### src/rtl/sar_readout_defs.vh
// Constants for the serial conversion-control and readout block.
// Assumes inclusion by bare name from the design files only.
`ifndef SAR_READOUT_DEFS_VH
`define SAR_READOUT_DEFS_VH

`define RESULT_W        12
`define FRAME_BITS      5'h10
`define LEAD_ZEROS      4'h4
// Count of the fourth falling edge, where the first result bit is decided and shown.
`define DATA_FIRST      5'h03
`define BIT_CNT_W       5
`define FRAME_LAST      5'h0F
`define ZERO_RESULT     12'h000
`define ST_SLEEP        2'h0
`define ST_SHIFT        2'h1
`define ST_FINISH       2'h2

`endif

### src/rtl/edge_sync.v
// Two-stage synchroniser with edge detection for one pin input.
// Assumes the pin is asynchronous to clk.
`timescale 1ns/1ps

module edge_sync
(
   input  wire clk,
   input  wire reset,
   input  wire pin_in,
   output wire level,
   output wire rise,
   output wire fall
);

   reg meta_r;
   reg sync_r;
   reg prev_r;

   // The first stage feeds only the second stage, so metastability never reaches the edge logic.
   always @(posedge clk or posedge reset)
   begin
      if (reset)
      begin
         meta_r <= 1'b0;
         sync_r <= 1'b0;
         prev_r <= 1'b0;
      end
      else
      begin
         meta_r <= pin_in;
         sync_r <= meta_r;
         prev_r <= sync_r;
      end
   end

   assign level = sync_r;
   assign rise  = sync_r & ~prev_r;
   assign fall  = ~sync_r & prev_r;

endmodule

### src/rtl/sar_adc_serial_readout.v
// Conversion control and serial readout of a 12-bit successive-approximation converter.
// Assumes select and serial clock arrive from a serial port master outside the clk domain,
// and that the analog comparator result arrives as a level on compare_in.
`timescale 1ns/1ps
`include "sar_readout_defs.vh"

// Function
// - Each frame carries four zero bits and then the 12-bit result, most significant bit first.
// - Every output bit after the first leading zero changes on a serial clock falling edge so the host samples it while the clock is high.
// - The result is plain unsigned binary from all zeros to all ones.
// - A select rising edge wakes the converter and starts a new conversion, and the host starts each frame so.
// - The approximation steps use only the serial clock, with no internal conversion clock.
// - A conversion lasts sixteen serial clock periods and the host supplies at least that many.
// - The serial output starts driving after the select rising edge.
// - At the frame end the output returns to high impedance after a serial clock falling edge.
// - After a conversion the converter powers down on its own.
module sar_adc_serial_readout
(
   input  wire                  clk,
   input  wire                  reset,
   input  wire                  select_in,
   input  wire                  sclk_in,
   input  wire                  compare_in,
   output reg                   serial_result_out,
   output reg                   serial_result_oe,
   output reg                   powered_up,
   output reg                   sample_hold,
   output wire [`RESULT_W-1:0]  trial_code,
   output reg  [`RESULT_W-1:0]  result_word,
   output reg                   result_valid
);

   // ****************************************
   // Input synchronisation
   // ****************************************

   wire sel_rise;
   wire sclk_fall;
   wire cmp_level;

   edge_sync sel_sync
   (
      .clk    (clk),
      .reset  (reset),
      .pin_in (select_in),
      .level  (),
      .rise   (sel_rise),
      .fall   ()
   );

   edge_sync sclk_sync
   (
      .clk    (clk),
      .reset  (reset),
      .pin_in (sclk_in),
      .level  (),
      .rise   (),
      .fall   (sclk_fall)
   );

   edge_sync cmp_sync
   (
      .clk    (clk),
      .reset  (reset),
      .pin_in (compare_in),
      .level  (cmp_level),
      .rise   (),
      .fall   ()
   );

   // ****************************************
   // Sequencer state
   // ****************************************

   reg  [1:0]              state_r;
   reg  [1:0]              state_nxt;
   reg  [`BIT_CNT_W-1:0]   bit_cnt_r;
   reg  [`BIT_CNT_W-1:0]   bit_cnt_nxt;
   reg  [`RESULT_W-1:0]    sar_r;
   reg  [`RESULT_W-1:0]    sar_nxt;
   reg  [`RESULT_W-1:0]    probe_r;
   reg  [`RESULT_W-1:0]    probe_nxt;

   // The trial code drives the capacitive DAC; probe_r marks the bit under test.
   assign trial_code = sar_r | probe_r;

   always @*
   begin
      state_nxt   = state_r;
      bit_cnt_nxt = bit_cnt_r;
      sar_nxt     = sar_r;
      probe_nxt   = probe_r;
      case (state_r)
         `ST_SLEEP:
         begin
            if (sel_rise)
            begin
               state_nxt   = `ST_SHIFT;
               bit_cnt_nxt = {`BIT_CNT_W{1'b0}};
               sar_nxt     = `ZERO_RESULT;
               probe_nxt   = {1'b1, {(`RESULT_W-1){1'b0}}};
            end
         end
         `ST_SHIFT:
         begin
            // Falling edges of the serial clock are the only conversion clock.
            if (sclk_fall)
            begin
               bit_cnt_nxt = bit_cnt_r + 1'b1;
               // The probe is empty after twelve steps, so the releasing edge changes nothing here.
               if (bit_cnt_r >= `DATA_FIRST)
               begin
                  // Keep the bit under test when the comparator says the trial is not above the input.
                  if (cmp_level)
                     sar_nxt = sar_r | probe_r;
                  probe_nxt = probe_r >> 1;
               end
               if (bit_cnt_r == `FRAME_LAST)
                  state_nxt = `ST_FINISH;
            end
         end
         `ST_FINISH:
         begin
            // Auto power-down; a new select edge is required for the next frame.
            state_nxt = `ST_SLEEP;
         end
         default:
         begin
            state_nxt = `ST_SLEEP;
         end
      endcase
   end

   always @(posedge clk or posedge reset)
   begin
      if (reset)
      begin
         state_r   <= `ST_SLEEP;
         bit_cnt_r <= {`BIT_CNT_W{1'b0}};
         sar_r     <= `ZERO_RESULT;
         probe_r   <= `ZERO_RESULT;
      end
      else
      begin
         state_r   <= state_nxt;
         bit_cnt_r <= bit_cnt_nxt;
         sar_r     <= sar_nxt;
         probe_r   <= probe_nxt;
      end
   end

   // ****************************************
   // Serial output and power control
   // ****************************************

   // The first leading zero goes out at select, so each result bit must be shown on the
   // same falling edge that decides it; otherwise the last bit would meet the release edge.
   always @(posedge clk or posedge reset)
   begin
      if (reset)
      begin
         serial_result_out <= 1'b0;
         serial_result_oe  <= 1'b0;
         powered_up        <= 1'b0;
         sample_hold       <= 1'b0;
         result_word       <= `ZERO_RESULT;
         result_valid      <= 1'b0;
      end
      else
      begin
         result_valid <= 1'b0;
         if (state_r == `ST_SLEEP && sel_rise)
         begin
            serial_result_oe  <= 1'b1;
            serial_result_out <= 1'b0;
            powered_up        <= 1'b1;
            sample_hold       <= 1'b1;
         end
         else if (state_r == `ST_SHIFT && sclk_fall)
         begin
            if (bit_cnt_r == `FRAME_LAST)
            begin
               // Releasing on the last falling edge keeps the LSB up for a full high phase.
               serial_result_oe  <= 1'b0;
               serial_result_out <= 1'b0;
            end
            else if (bit_cnt_r < `DATA_FIRST)
               serial_result_out <= 1'b0;
            else
               serial_result_out <= |(sar_nxt & probe_r);
         end
         else if (state_r == `ST_FINISH)
         begin
            powered_up   <= 1'b0;
            sample_hold  <= 1'b0;
            result_word  <= sar_r;
            result_valid <= 1'b1;
         end
      end
   end

endmodule

### config.mk
export PLATFORM = sky130hd
export DESIGN_NAME = sar_adc_serial_readout
export DESIGN_NICKNAME = d
export VERILOG_FILES = /design/src/rtl/edge_sync.v /design/src/rtl/sar_adc_serial_readout.v
export VERILOG_INCLUDE_DIRS = /design/src /design/src/rtl
export SDC_FILE = /design/constraint.sdc
export NUM_CORES = 1
export LEC_CHECK = 0
export BUFFER_PORTS_ARGS = -buffer_cell sky130_fd_sc_hd__buf_2
export CAP_MARGIN = 10
export CORE_UTILIZATION = 56
export CTS_CLUSTER_SIZE = 24
export DETAILED_ROUTE_END_ITERATION = 16
export PLACE_DENSITY_LB_ADDON = 0.08
export SKIP_CTS_REPAIR_TIMING = 1
export SKIP_LAST_GASP = 1
export SLEW_MARGIN = 20
export SYNTH_ARGS = -nofsm -noshare
export SYNTH_HDL_FRONTEND = slang
export SYNTH_SLANG_ARGS = --single-unit
### constraint.sdc
create_clock -name clk -period 1.8 [get_ports clk]
set_input_delay 0.09 -clock clk [delete_from_list [all_inputs] [get_ports clk]]
set_output_delay 0.09 -clock clk [all_outputs]
set_load 0.02 [all_outputs]
==> flow_summary.toml <==
[status]
status = "complete, no violations"

[die]
die_area_um2 = 4370
core_area_um2 = 3800
die_height_um = 66.1
fp-row-count = 22
initial_core_util = 0.606
die_w_um = 66.1
ios = 34

[logic_synthesis]
synthArstFlopShare = 1.00
syn-cell-area_um2 = 2300
ys_seq_elements = 55
synthCells = 195
synth-edff-count = 0
synth-main-ff-cell = "dfrtp_1"
yosysWarnings = 0
synth_fp_nets = 202
seq_area_frac_synth = 0.598
syn_area_per_cell_um2 = 11.8
synth.distinct_cells = 36

[place]
dp_cells = 271
routabilityCongestion = 0.798
hpwl_um = 3100
port_buffers = 33
post-place-ws_ns = 0.0173

[layout]
drive_gt1_frac = 0.332
area_growth_pct = 17.5
nNetsFinal = 241
fin_cells = 283
fillers = 297
diodes = 0

[sta]
skew_ns = 0.00880
fin_crit_ns = 1.67
drv_slew = 0
maxSlewHeadroom = 0.614
tightest_slew_ns = 0.578
setup_viol = 0
period_share = 0.930
grt_setup_unrepaired = "false"
fmax_ghz = 0.598
worst_hold_slack_ns = 0.356
hold_viol = 0
setup_ws_ns = 0.127
fin_tns_setup_ns = 0

[min_path]
hp-class = "reg -> reg"
min_path_cells = 0

[worst_setup_path]
required_ns = 2.00
cp_num_cells = 4
crit_buf_inv = 1
crit_type = "reg -> reg"
crit_path_max_incr_delay_ns = 0.55
critPathMostFrequentCell = "a2111oi_4"
worstSetupEndpointType = "flop"
worstPathMaxFanout = 13
worstPathArrival_ns = 1.88
reg2reg_depth = 4
critical_path.top_delay_family = "compound AO/OA/AOI/OAI gates"
cp-start-kind = "flop"
crit_chain = "a2111oi_4 -> a2111oi_4 -> buf_4 -> a22o_1"
r2r_setup_slack_ns = 0.13
critical_path.slowest_cell = "a2111oi_4"

[routing]
wl_um = 4580
drt_iter0_markers = 152
vias = 1621
viasPerCell = 5.73
ant_nets = 0
drtPass1Iterations = 4
drc = 0
wl_per_cell_um = 16.2

[clocking]
insertion_delay_ns = 0.31
cts_root_buf = "clkbuf_8"
tritoncts = "built"
cts_made_buffers = 5
clk_pin_slew_ns = 0.09
htree_levels = 2
cts_sinks = 55
clock_path_buffers = 2

[global_route]
grt_use_total = 0.241
antenna_found_initial = 0
grt_pass1_vias = 1609
grt_pass1_wl_um = 7710
grt_max_degree = 31
grt-ovfl-total = 0

[power_and_ir_drop]
power_density_nw_per_um2 = 1240
irDropWorstVdd_mv = 0.592
total_power_w = 0.00337
cellLeakagePower_nw = 1.42

[flow_run]
maxCapViolCount = 0
==> kinds of logic after synthesis <==
kind of cell	share of synthesized area
AND/OR/NAND/NOR	0.168
flip-flops	0.598
buffers and inverters	0.0386
XOR/XNOR	0.00381
adder cells (fa/ha/maj)	0.0109
AO/OA/AOI/OAI	0.122
multiplexers	0.0587
==> layer usage <==
layer	GRT usage	vias up	part of all wire
met5	0	-	0
met4	0.0878	0	0.013
met3	0.0534	7	0.048
met2	0.358	50	0.49
met1	0.349	805	0.45
li1	-	759	-
==> synthesized netlist by cell type, drive strengths merged (2+ instances only) <==
cell type,instances,area share
a2111oi,2,0.024
a21oi,2,0.0043
a22o,12,0.046
a22oi,6,0.020
and2,3,0.0082
buf,5,0.017
clkbuf,6,0.0098
dfrtp,55,0.60
ha,2,0.011
inv,7,0.011
mux2,12,0.059
nand2,29,0.048
nand3,13,0.028
nor2,3,0.0049
nor4,3,0.0082
o21ai,6,0.013
o31ai,2,0.0065
or2,12,0.033
==> flip-flops by register name, summed over array words and instances (netlist names), 2 cells and up <==
signal and flops:
sar_r 12, state_r 2, result_word 12, bit_cnt_r 5, probe_r 12
==> cells in the final DEF (no fill, tap or decap), types with 2 or more instances in the layout <==
cell type / instances
a2111oi_4: 2
nor4_1: 3
clkbuf_8: 5
or2_2: 12
buf_4: 5
a22oi_1: 6
dfrtp_1: 55
o21ai_0: 6
ha_1: 2
and2_1: 3
dlygate4sd3_1: 4
buf_2: 33
nor2_1: 3
mux2_2: 12
o31ai_1: 2
inv_1: 6
nand2_1: 28
bufinv_16: 2
a22o_1: 12
nand3_1: 13
==> power breakdown <==
part           switching, W  internal, W  total [W]
logic              0.000450     0.000351   0.000801
registers          0.000227      0.00140    0.00162
clock network      0.000388     0.000556   0.000943
==> metrics by stage <==
stage               instance area, µm²   util
finish                            2710  0.712
global route                      2710  0.712
CTS                               2660  0.699
detailed placement                2520  0.664
global placement                  2520  0.664
floorplan                         2300      -
==> path summary, 6_finish.rpt <==
path | from | to
max | bit_cnt_r[0] | sar_r[4]
min | sel_sync.meta_r | sel_sync.level
max reg2reg | bit_cnt_r[0] | sar_r[4]
min reg2reg | sel_sync.meta_r | sel_sync.level
max in group asynchronous | reset | sar_r[3]
min in group asynchronous | reset | bit_cnt_r[2]
==> cell type report <==
class                      instances  area (µm²)  area share
clock buffer                       6        72.6      0.0268
clock inverter                     2        60.1      0.0222
inverter                           7        26.3     0.00971
multi-input combinational        122         847       0.313
sequential                        55        1380       0.509
tap                               48        60.1      0.0222
timing repair buffer              43         263      0.0971
Power figures use the tool's default switching activity.
